$ cat src/tenbase_t_pcs_pkg.sv
package tenbase_t_pcs_pkg;

  // register map (byte addresses)
  localparam logic [7:0] CTRL_OFFSET          = 8'h00;
  localparam logic [7:0] STATUS_OFFSET        = 8'h04;

  // control fields
  localparam int         CTRL_SPEED_100_BIT   = 0;
  localparam int         CTRL_SERIAL_BIT      = 1;
  localparam int         CTRL_JABBER_DIS_BIT  = 12;
  localparam logic       CTRL_SPEED_100_RST   = 1'b0;
  localparam logic       CTRL_SERIAL_RST      = 1'b0;
  localparam logic       CTRL_JABBER_DIS_RST  = 1'b0;

  // status fields
  localparam int         STAT_LINK_PASS_BIT   = 0;
  localparam int         STAT_JABBER_BIT      = 1;
  localparam int         STAT_POL_INV_BIT     = 2;
  localparam int         STAT_POL_LOCK_BIT    = 3;
  localparam int         STAT_RX_LOCK_BIT     = 4;
  localparam int         STAT_SYNTH_100_BIT   = 5;
  localparam int         STAT_CODE_VIOL_BIT   = 6;

  localparam logic [1:0] RESP_OKAY            = 2'b00;
  localparam logic [1:0] RESP_SLVERR          = 2'b10;

  // timing
  localparam int         CLK_NS               = 10;
  localparam int         TX_CLK_NS            = 40;
  localparam int         BIT10_NS             = 100;
  localparam int         TX_CLK_DIV           = TX_CLK_NS / CLK_NS;
  localparam int         BIT_CYCLES           = BIT10_NS / CLK_NS;
  localparam int         HALF_CYCLES          = BIT_CYCLES / 2;
  localparam int         JABBER_MS            = 100;
  localparam int         UNJAB_MS             = 500;
  localparam int         JABBER_BITS_DEF      = JABBER_MS * 1000000 / BIT10_NS;
  localparam int         UNJAB_BITS_DEF       = UNJAB_MS * 1000000 / BIT10_NS;
  localparam int         NLP_INTERVAL_MS      = 16;
  localparam int         NLP_INTERVAL_DEF     = NLP_INTERVAL_MS * 1000000 / CLK_NS;
  localparam int         NLP_WIDTH_NS         = 100;
  localparam int         NLP_WIDTH_CYCLES     = NLP_WIDTH_NS / CLK_NS;
  localparam int         RUN_MAX_BITS         = 60;
  localparam int         SYMBOL_BITS          = 5;
  localparam int         NIBBLE_BITS          = 4;
  localparam int         LOCK_PACKETS         = 2;

  typedef enum logic {LINK_FAIL, LINK_PASS} link_state_t;

endpackage : tenbase_t_pcs_pkg

$ cat src/tenbase_t_pcs_link_control.sv
// Design decisions made here: the address map and the AXI4-Lite register port.
`timescale 1ns/10ps
module tenbase_t_pcs_link_control
  import tenbase_t_pcs_pkg::*;
#(
  parameter int unsigned JABBER_LIMIT_BITS = JABBER_BITS_DEF,
  parameter int unsigned UNJAB_BITS        = UNJAB_BITS_DEF,
  parameter int unsigned NLP_INTERVAL      = NLP_INTERVAL_DEF
) (
  // clock and reset
  input  wire logic        clock,
  input  wire logic        resetn,
  input  wire logic        clk_en,
  // axi4-lite slave
  input  wire logic [7:0]  s_axi_awaddr,
  input  wire logic        s_axi_awvalid,
  output logic             s_axi_awready,
  input  wire logic [31:0] s_axi_wdata,
  input  wire logic [3:0]  s_axi_wstrb,
  input  wire logic        s_axi_wvalid,
  output logic             s_axi_wready,
  output logic [1:0]       s_axi_bresp,
  output logic             s_axi_bvalid,
  input  wire logic        s_axi_bready,
  input  wire logic [7:0]  s_axi_araddr,
  input  wire logic        s_axi_arvalid,
  output logic             s_axi_arready,
  output logic [31:0]      s_axi_rdata,
  output logic [1:0]       s_axi_rresp,
  output logic             s_axi_rvalid,
  input  wire logic        s_axi_rready,
  // line side (asynchronous)
  input  wire logic        line_bit_clk,
  input  wire logic        line_bit,
  input  wire logic        signal_detect,
  input  wire logic        rx_activity,
  input  wire logic        link_pulse_in,
  input  wire logic        link_pulse_neg,
  output logic             line_tx,
  output logic             line_tx_en,
  // auto-negotiation
  input  wire logic        aneg_link_good,
  // mac side
  input  wire logic [3:0]  mac_txd,
  input  wire logic        mac_tx_en,
  output logic             mac_tx_take,
  output logic             mac_rx_clk,
  output logic [4:0]       rx_symbol,
  output logic             rx_symbol_valid,
  output logic [3:0]       rx_nibble,
  output logic             rx_nibble_valid,
  output logic             crs,
  output logic             col,
  // clocking status
  output logic             synth_100_set
);

  typedef struct packed {
    logic [2:0]  bclk_sync;
    logic [1:0]  bit_sync;
    logic [1:0]  sd_sync;
    logic [1:0]  act_sync;
    logic [2:0]  nlp_sync;
    logic [1:0]  neg_sync;
    logic        prev_line;
    logic [4:0]  shift5;
    logic [2:0]  cnt5;
    logic [4:0]  symbol;
    logic        symbol_valid;
    logic [5:0]  run_cnt;
    logic        rx_locked;
    logic        rx_clk;
    logic [1:0]  tx_div;
    logic        half_phase;
    logic        first_half;
    logic [3:0]  shift4;
    logic [1:0]  cnt4;
    logic [3:0]  nibble;
    logic        nibble_valid;
    logic        code_viol;
    logic        synth_100;
    link_state_t link;
    logic        pol_inv;
    logic        pol_known;
    logic        pol_locked;
    logic [1:0]  pkt_cnt;
    logic        act_prev;
    logic [3:0]  bit_cnt;
    logic [1:0]  tx_idx;
    logic [3:0]  tx_shift;
    logic        tx_running;
    logic        tx_out;
    logic        tx_out_en;
    logic        tx_take;
    logic [22:0] jab_cnt;
    logic        jabbering;
    logic        jabber_stat;
    logic [22:0] unjab_cnt;
    logic [20:0] nlp_cnt;
    logic [3:0]  nlp_width;
    logic        crs;
    logic        col;
    logic        speed_100;
    logic        serial_mode;
    logic        jabber_dis;
    logic        aw_held;
    logic [7:0]  aw_addr;
    logic        w_held;
    logic [31:0] w_data;
    logic [3:0]  w_strb;
    logic        bvalid;
    logic [1:0]  bresp;
    logic        rvalid;
    logic [31:0] rdata;
    logic [1:0]  rresp;
  } state_t;

  state_t state_reg;
  state_t state_next;

  logic        bclk_rise;
  logic        nlp_rise;
  logic        rx_b;
  logic        bit_tick;
  logic        manch;
  logic [31:0] status_word;
  logic [31:0] ctrl_word;

  assign bclk_rise = state_reg.bclk_sync[1] & ~state_reg.bclk_sync[2];
  assign nlp_rise  = state_reg.nlp_sync[1] & ~state_reg.nlp_sync[2];
  assign rx_b      = state_reg.bit_sync[1] ^ state_reg.pol_inv;
  assign bit_tick  = (state_reg.bit_cnt == 4'(BIT_CYCLES - 1));
  assign manch     = (state_reg.bit_cnt < 4'(HALF_CYCLES)) ? ~state_reg.tx_shift[0] : state_reg.tx_shift[0];

  always_comb begin
    status_word = 32'h0;
    status_word[STAT_LINK_PASS_BIT] = (state_reg.link == LINK_PASS);
    status_word[STAT_JABBER_BIT]    = state_reg.jabber_stat;
    status_word[STAT_POL_INV_BIT]   = state_reg.pol_inv;
    status_word[STAT_POL_LOCK_BIT]  = state_reg.pol_locked;
    status_word[STAT_RX_LOCK_BIT]   = state_reg.rx_locked;
    status_word[STAT_SYNTH_100_BIT] = state_reg.synth_100;
    status_word[STAT_CODE_VIOL_BIT] = state_reg.code_viol;
    ctrl_word = 32'h0;
    ctrl_word[CTRL_SPEED_100_BIT]  = state_reg.speed_100;
    ctrl_word[CTRL_SERIAL_BIT]     = state_reg.serial_mode;
    ctrl_word[CTRL_JABBER_DIS_BIT] = state_reg.jabber_dis;
  end

  always_comb begin
    state_next = state_reg;
    state_next.symbol_valid = 1'b0;
    state_next.nibble_valid = 1'b0;
    state_next.tx_take      = 1'b0;

    // two-flop synchronisers, third stage only for edge finding
    state_next.bclk_sync = {state_reg.bclk_sync[1:0], line_bit_clk};
    state_next.bit_sync  = {state_reg.bit_sync[0], line_bit};
    state_next.sd_sync   = {state_reg.sd_sync[0], signal_detect};
    state_next.act_sync  = {state_reg.act_sync[0], rx_activity};
    state_next.nlp_sync  = {state_reg.nlp_sync[1:0], link_pulse_in};
    state_next.neg_sync  = {state_reg.neg_sync[0], link_pulse_neg};

    // axi4-lite: status read clears sticky bits; hardware set below wins
    if (s_axi_awvalid && !state_reg.aw_held && !state_reg.bvalid) begin
      state_next.aw_held = 1'b1;
      state_next.aw_addr = s_axi_awaddr;
    end
    if (s_axi_wvalid && !state_reg.w_held && !state_reg.bvalid) begin
      state_next.w_held = 1'b1;
      state_next.w_data = s_axi_wdata;
      state_next.w_strb = s_axi_wstrb;
    end
    if (state_reg.aw_held && state_reg.w_held && !state_reg.bvalid) begin
      state_next.aw_held = 1'b0;
      state_next.w_held  = 1'b0;
      state_next.bvalid  = 1'b1;
      state_next.bresp   = RESP_OKAY;
      if (state_reg.aw_addr[7:2] == CTRL_OFFSET[7:2]) begin
        if (state_reg.w_strb[0]) begin
          state_next.speed_100   = state_reg.w_data[CTRL_SPEED_100_BIT];
          state_next.serial_mode = state_reg.w_data[CTRL_SERIAL_BIT];
        end
        if (state_reg.w_strb[1]) begin
          state_next.jabber_dis = state_reg.w_data[CTRL_JABBER_DIS_BIT];
        end
      end else if (state_reg.aw_addr[7:2] != STATUS_OFFSET[7:2]) begin
        state_next.bresp = RESP_SLVERR;
      end
    end
    if (state_reg.bvalid && s_axi_bready) begin
      state_next.bvalid = 1'b0;
    end
    if (s_axi_arvalid && !state_reg.rvalid) begin
      state_next.rvalid = 1'b1;
      state_next.rresp  = RESP_OKAY;
      if (s_axi_araddr[7:2] == CTRL_OFFSET[7:2]) begin
        state_next.rdata = ctrl_word;
      end else if (s_axi_araddr[7:2] == STATUS_OFFSET[7:2]) begin
        state_next.rdata       = status_word;
        state_next.jabber_stat = 1'b0;
        state_next.code_viol   = 1'b0;
      end else begin
        state_next.rdata = 32'h0;
        state_next.rresp = RESP_SLVERR;
      end
    end
    if (state_reg.rvalid && s_axi_rready) begin
      state_next.rvalid = 1'b0;
    end

    // clock synthesizer set follows speed selection
    state_next.synth_100 = state_reg.speed_100;

    // transmit-side 25 MHz from the reference
    state_next.tx_div = 2'(state_reg.tx_div + 2'h1);

    // recovered-clock receive path
    if (!state_reg.sd_sync[1]) begin
      state_next.rx_locked = 1'b0;
      state_next.run_cnt   = 6'h0;
    end
    if (bclk_rise && state_reg.speed_100 && state_reg.sd_sync[1]) begin
      state_next.prev_line = state_reg.bit_sync[1];
      state_next.shift5    = {state_reg.bit_sync[1] ^ state_reg.prev_line, state_reg.shift5[4:1]};
      if (state_reg.cnt5 == 3'(SYMBOL_BITS - 1)) begin
        state_next.cnt5         = 3'h0;
        state_next.symbol       = {state_reg.bit_sync[1] ^ state_reg.prev_line, state_reg.shift5[4:1]};
        state_next.symbol_valid = state_reg.rx_locked;
      end else begin
        state_next.cnt5 = 3'(state_reg.cnt5 + 3'h1);
      end
      if (state_reg.bit_sync[1] != state_reg.prev_line) begin
        state_next.run_cnt   = 6'h0;
        state_next.rx_locked = 1'b1;
      end else if (state_reg.run_cnt >= 6'(RUN_MAX_BITS)) begin
        state_next.rx_locked = 1'b0;
      end else begin
        state_next.run_cnt = 6'(state_reg.run_cnt + 6'h1);
      end
    end
    // receive clock: line-derived divide by five, else transmit clock
    if (state_reg.rx_locked && state_reg.speed_100) begin
      state_next.rx_clk = (state_next.cnt5 < 3'h2);
    end else begin
      state_next.rx_clk = (state_reg.tx_div < 2'(TX_CLK_DIV / 2));
    end

    // 10M Manchester receive: line clock edges carry half-bit samples
    if (!state_reg.act_sync[1] || state_reg.speed_100) begin
      state_next.half_phase = 1'b0;
      state_next.cnt4       = 2'h0;
    end else if (bclk_rise) begin
      state_next.half_phase = ~state_reg.half_phase;
      if (!state_reg.half_phase) begin
        state_next.first_half = rx_b;
      end else begin
        if (state_reg.first_half == rx_b) begin
          state_next.code_viol = 1'b1;
        end
        state_next.shift4 = {rx_b, state_reg.shift4[3:1]};
        state_next.cnt4   = 2'(state_reg.cnt4 + 2'h1);
        if (state_reg.cnt4 == 2'(NIBBLE_BITS - 1)) begin
          state_next.nibble       = {rx_b, state_reg.shift4[3:1]};
          state_next.nibble_valid = 1'b1;
        end
      end
    end

    // link state
    case (state_reg.link)
      LINK_FAIL: if (aneg_link_good) state_next.link = LINK_PASS;
      LINK_PASS: if (!aneg_link_good) state_next.link = LINK_FAIL;
      default:   state_next.link = LINK_FAIL;
    endcase

    // polarity from first link pulse, locked by packets
    state_next.act_prev = state_reg.act_sync[1];
    if (nlp_rise && !state_reg.pol_known && !state_reg.pol_locked) begin
      state_next.pol_inv   = state_reg.neg_sync[1];
      state_next.pol_known = 1'b1;
    end
    if (state_reg.act_prev && !state_reg.act_sync[1] && state_reg.pol_known && !state_reg.pol_locked) begin
      state_next.pkt_cnt = 2'(state_reg.pkt_cnt + 2'h1);
      if (state_reg.pkt_cnt == 2'(LOCK_PACKETS - 1)) begin
        state_next.pol_locked = 1'b1;
      end
    end
    if (state_reg.link == LINK_FAIL && !aneg_link_good) begin
      state_next.pol_locked = 1'b0;
      state_next.pol_known  = 1'b0;
      state_next.pkt_cnt    = 2'h0;
    end

    // 10M transmit: nibble or serial, one bit each bit time
    state_next.bit_cnt = bit_tick ? 4'h0 : 4'(state_reg.bit_cnt + 4'h1);
    if (bit_tick) begin
      if (state_reg.speed_100) begin
        state_next.tx_running = 1'b0;
        state_next.tx_idx     = 2'h0;
      end else if (state_reg.serial_mode) begin
        state_next.tx_shift   = {3'h0, mac_txd[0]};
        state_next.tx_running = mac_tx_en;
        state_next.tx_take    = mac_tx_en;
      end else if (state_reg.tx_idx == 2'h0) begin
        state_next.tx_shift   = mac_txd;
        state_next.tx_running = mac_tx_en;
        state_next.tx_take    = mac_tx_en;
        state_next.tx_idx     = mac_tx_en ? 2'h1 : 2'h0;
      end else begin
        state_next.tx_shift = {1'b0, state_reg.tx_shift[3:1]};
        state_next.tx_idx   = 2'(state_reg.tx_idx + 2'h1);
      end
    end

    // jabber and unjab timers in bit times
    if (state_reg.jabber_dis) begin
      state_next.jabbering = 1'b0;
      state_next.jab_cnt   = 23'h0;
    end else if (bit_tick) begin
      if (!state_reg.jabbering) begin
        if (!state_reg.tx_running) begin
          state_next.jab_cnt = 23'h0;
        end else if (state_reg.jab_cnt >= 23'(JABBER_LIMIT_BITS - 1)) begin
          state_next.jabbering   = 1'b1;
          state_next.jabber_stat = 1'b1;
          state_next.unjab_cnt   = 23'h0;
        end else begin
          state_next.jab_cnt = 23'(state_reg.jab_cnt + 23'h1);
        end
      end else if (state_reg.tx_running) begin
        state_next.unjab_cnt = 23'h0;
      end else if (state_reg.unjab_cnt >= 23'(UNJAB_BITS - 1)) begin
        state_next.jabbering = 1'b0;
        state_next.jab_cnt   = 23'h0;
      end else begin
        state_next.unjab_cnt = 23'(state_reg.unjab_cnt + 23'h1);
      end
    end
    if (state_reg.jabbering && !state_reg.jabber_dis) begin
      state_next.jabber_stat = 1'b1;
    end

    // link test pulses keep going even while jabbering
    if (state_reg.nlp_cnt >= 21'(NLP_INTERVAL - 1)) begin
      state_next.nlp_cnt   = 21'h0;
      state_next.nlp_width = 4'(NLP_WIDTH_CYCLES);
    end else begin
      state_next.nlp_cnt = 21'(state_reg.nlp_cnt + 21'h1);
      if (state_reg.nlp_width != 4'h0) begin
        state_next.nlp_width = 4'(state_reg.nlp_width - 4'h1);
      end
    end
    if (state_reg.tx_running && !state_reg.jabbering) begin
      state_next.tx_out    = manch;
      state_next.tx_out_en = 1'b1;
    end else begin
      state_next.tx_out    = 1'b1;
      state_next.tx_out_en = (state_reg.nlp_width != 4'h0) && !state_reg.speed_100;
    end

    // carrier sense and collision toward the mac
    if (state_reg.link == LINK_PASS) begin
      state_next.crs = state_reg.act_sync[1];
      state_next.col = (state_reg.tx_running && state_reg.act_sync[1]) || state_reg.jabbering;
    end else begin
      state_next.crs = 1'b0;
      state_next.col = 1'b0;
    end
  end

  always_ff @(posedge clock) begin
    if (!resetn) begin
      state_reg             <= '0;
      state_reg.link        <= LINK_FAIL;
      state_reg.speed_100   <= CTRL_SPEED_100_RST;
      state_reg.serial_mode <= CTRL_SERIAL_RST;
      state_reg.jabber_dis  <= CTRL_JABBER_DIS_RST;
      state_reg.tx_out      <= 1'b1;
    end else if (clk_en) begin
      state_reg <= state_next;
    end
  end

  assign s_axi_awready   = !state_reg.aw_held && !state_reg.bvalid;
  assign s_axi_wready    = !state_reg.w_held && !state_reg.bvalid;
  assign s_axi_bvalid    = state_reg.bvalid;
  assign s_axi_bresp     = state_reg.bresp;
  assign s_axi_arready   = !state_reg.rvalid;
  assign s_axi_rvalid    = state_reg.rvalid;
  assign s_axi_rdata     = state_reg.rdata;
  assign s_axi_rresp     = state_reg.rresp;
  assign line_tx         = state_reg.tx_out;
  assign line_tx_en      = state_reg.tx_out_en;
  assign mac_tx_take     = state_reg.tx_take;
  assign mac_rx_clk      = state_reg.rx_clk;
  assign rx_symbol       = state_reg.symbol;
  assign rx_symbol_valid = state_reg.symbol_valid;
  assign rx_nibble       = state_reg.nibble;
  assign rx_nibble_valid = state_reg.nibble_valid;
  assign crs             = state_reg.crs;
  assign col             = state_reg.col;
  assign synth_100_set   = state_reg.synth_100;

endmodule : tenbase_t_pcs_link_control

$ cat config.mk
export PLATFORM = sky130hd
export DESIGN_NAME = tenbase_t_pcs_link_control
export DESIGN_NICKNAME = d
export VERILOG_FILES = /design/src/tenbase_t_pcs_pkg.sv /design/src/tenbase_t_pcs_link_control.sv
export SDC_FILE = /design/constraint.sdc
export NUM_CORES = 1
export LEC_CHECK = 0
export ABC_AREA = 1
export BUFFER_PORTS_ARGS = -buffer_cell sky130_fd_sc_hd__buf_2
export CELL_PAD_IN_SITES_DETAIL_PLACEMENT = 1
export CELL_PAD_IN_SITES_GLOBAL_PLACEMENT = 1
export CORE_UTILIZATION = 35
export DETAILED_ROUTE_END_ITERATION = 16
export PLACE_DENSITY_LB_ADDON = 0.1
export SYNTH_ARGS = -nofsm -noshare
export SYNTH_HDL_FRONTEND = slang
export SYNTH_SLANG_ARGS = --single-unit
export TNS_END_PERCENT = 20
$ cat constraint.sdc
create_clock -name clock -period 2.8 [get_ports clock]
set_input_delay 0.42 -clock clock [delete_from_list [all_inputs] [get_ports clock]]
set_output_delay 0.42 -clock clock [all_outputs]
set_load 0.05 [all_outputs]
==> reports/results.tsv <==
stage	metric	value	unit
synth	Yosys reg bits	176	
sta	Max Fclk	429	MHz
synth	asr flop ratio synth	0	%
sta	Setup violations, final	0	
placed_design	Post-DP HPWL	20500	um
sta	RSZ-0062 raised after global routing	no	
power_and_ir_drop	Peak VDD IR	0.358	mV
sta	Tightest Pin Transition	653	ps
global_routing	total gr overflow	0	
critical_path	slowest CP cell	dfxtp_1	
clocking	CTS tree	done	
critical_path	crit path cell chain	ha_1 > nand3_1 > nor2_1 > nand3_1 > nand4_1 > nand2_2 > nand2_4 > nand2_8 > nand2_1 > a21oi_1	
synth	Post-synth EDFFs	0	
critical_path	Startpoint Class	flip-flop	
critical_path	Crit Path Category	flip-flop to flip-flop	
hold_path	worst hold path class	input pin to flip-flop	
die	die span in x	167	um
sta	fin crit period	2330	ps
hold_path	Worst Hold Launch	line_bit	
finish	Nets	1536	
placed_design	Buffers on Ports	69	
critical_path	CP required	3110	ps
global_routing	initial antenna violation count	1	
die	DIE HEIGHT	167	um
clocking	postcts setup bufs	0	
finish	max FFs per register	134	
clocking	Worst-Skew Late Latency	440	ps
drt	# DRC	2	
sta	max-slew violations	0	
placed_design	routability congestion estimate	0.823	
die	Core Rows	59	
synth	proportion of synthesized area in mux cells	0.119	%
clocking	clk sink count	176	
critical_path	most frequent CP cell	nand3_1	
outcome	failing checks	DRC	
drt	drt pass-1 iters	11	
sta	crit share post-route	83.2	%
clocking	Resize count post-CTS	0	
finish	Layout Area Growth over Synthesis	11.5	%
critical_path	endpoint class of the critical path	flip-flop	
critical_path	largest stage delay on the critical path	450	ps
synth	Post-Synth Adder-Cell Area	1.45	%
drt	Vias	9034	
synth	dominant synthesized flop cell	dfxtp_1	
clocking	CTS Root Cell	clkbuf_16	
die	starting density of the core	36.0	%
global_routing	vias in the first global route	9214	
critical_path	FF-to-FF Start	state_reg[114]	
synth	Post-Synthesis Cell Area	9470	um^2
die	Top Ports	131	
drt	Vias/cell	5.02	
synth	sequential area share after synthesis	37.2	%
clocking	H-tree depth	4	
synth	XOR/XNOR share of the synthesized area	2.13	%
synth	post-synth top area share	37.2	%
critical_path	reg2reg setup slack	470	ps
die	core area	26300	um^2
drt	Post-Route WL	28100	um
synth	Compound-Gate Fraction of Synth Area	13.0	%
critical_path	CP max FO	19	
finish	Ant. Diodes	0	
global_routing	largest net degree at the start of global routing	40	
synth	synth warn	0	
critical_path	Critical Path AT	2640	ps
clocking	CTS buffer count	17	
outcome	status	finished with violations	
synth	main combinational cell family by area after synthesis	simple AND/OR/NAND/NOR gates	
drt	Routed wire per std cell	15.6	um
finish	share of layout cells above drive strength 1	12.2	%
run	number of max-cap violations	0	
synth	post-synthesis simple-gate area fraction	34.5	%
clocking	hold buffers post-CTS	0	
synth	Syn Inst Count	1410	
global_routing	Tot GR Track Use	20.8	%
critical_path	FF-to-FF path depth	10	
sta	slew margin rel.	56.4	%
hold_path	Worst Hold End	state_next[233]	
power_and_ir_drop	leakage power	0.00398	uW
sta	Fin. Hold Viols	0	
synth	post-synth cell types	52	
clocking	maximum root-to-sink buffer count	2	
clocking	Worst-path clk slew	90	ps
synth	Mapped Avg Cell Area	6.72	um^2
sta	setup TNS	0	ps
synth	top cells by area, synth	dfxtp_1 37%, nand2_1 10%, nor2_1 9.9%	
drt	number of antenna-violating nets in the routed design	0	
sta	Hold Slack	203	ps
global_routing	first-pass GRT wire length	47000	um
power_and_ir_drop	overall power	5610	uW
synth	leading area contributor after synthesis	dfxtp_1	
sta	Final Skew	14.8	ps
critical_path	Worst R2R End	state_reg[141]	
drt	DRT iter0 DRCs	399	
die	die area	27700	um^2
power_and_ir_drop	pwr dens	531	nW/um^2
hold_path	Hold Crit Depth	3	
==> stage by stage <==
step	util [%]	setup slack, ps	instances	area, um^2
global route	40.2	258	1801	10600
global placement	37.9	511	1769	9950
CTS	40.2	447	1801	10600
floorplan	-	791	1435	9570
detailed placement	37.9	476	1769	9950
finish	40.2	472	1801	10600
==> kinds of logic (layout without fill, tap and decap cells) <==
logic type,after synthesis,count (layout)
AOI/OAI and AO/OA,220,220
xor gates and xnor gates,23,23
adders and majority gates,11,11
and+or+nand+nor,745,745
other,1,26
buffers and inverters,233,264
DFF,176,176
muxes,1,1
==> where the power goes <==
part	leakage [uW]	internal [uW]	total, uW	switching [uW]
clock network	0.000293	1220	2460	1240
registers	0.00143	2580	2630	52.9
logic	0.00226	150	519	369
==> worst max-delay path, delay by kind of cell (launching register included) <==
| family | cells | cell delay (ps) |
|---|---|---|
| AO/OA/AOI/OAI | 1 | 70 |
| adder cells (fa/ha/maj) | 1 | 300 |
| flip-flops | 1 | 450 |
| AND/OR/NAND/NOR | 8 | 1370 |
==> placed cells by master (no fill, tap or decap), types with 5 or more instances in the layout <==
cell	instances
o21ai_1	9
nor2_2	6
or2_2	5
clkinv_8	5
buf_2	69
nor4_1	8
a211oi_1	13
ha_1	11
buf_4	23
nand2_1	260
nand3_1	104
a21oi_1	94
xor2_1	17
xnor2_1	6
nor3_1	44
nand2_2	15
inv_1	129
dfxtp_1	176
conb_1	26
nand4_1	38
clkbuf_16	17
inv_2	5
o21ai_0	71
a31oi_1	7
a21oi_2	10
nor2_1	249
==> cell type report <==
class / instances / area [um^2]
clock inverter: 15 / 185
inverter: 139 / 523
timing repair buffer: 93 / 538
tap: 335 / 419
multi-input combinational: 1026 / 4950
sequential: 176 / 3520
fill: 3435 / 15700
clock buffer: 17 / 425
==> Yosys cell counts, drive strengths merged (2+ instances only) <==
library cell  count
nand2           278
a211oi           13
nand3           108
inv             135
clkbuf           31
a31oi             7
a21oi           104
and2              2
or2               5
nor3             45
nor4              8
o21ai            80
nor3b             2
buf              63
o21bai            4
dfxtp           176
xnor2             6
nand4            38
clkinv            4
ha               11
xor2             17
o211ai            2
a41oi             2
nor2            257
==> metal layers <==
layer  share of wire (%)  global-route usage, %  up-vias
met5               0.029                      0        -
met4                0.88                   4.43        2
met3                 2.6                   3.28       17
met2                  47                   36.0      104
met1                  49                   27.2     4284
li1                    -                      -     4627
==> how the worst max path moves through the flow <==
| stage | start | end | cells past startpoint |
|---|---|---|---|
| 2_1_floorplan | s_axi_bvalid | state_reg[77] | 4 |
| 3_3_place_gp | state_reg[114] | state_reg[140] | 11 |
| 3_5_place_dp | state_reg[114] | state_reg[157] | 10 |
| 4_1_cts | state_reg[114] | state_reg[141] | 10 |
| 5_1_grt | state_reg[114] | state_reg[136] | 12 |
| 6_report | state_reg[114] | state_reg[141] | 10 |
Power figures use the tool's default switching activity.
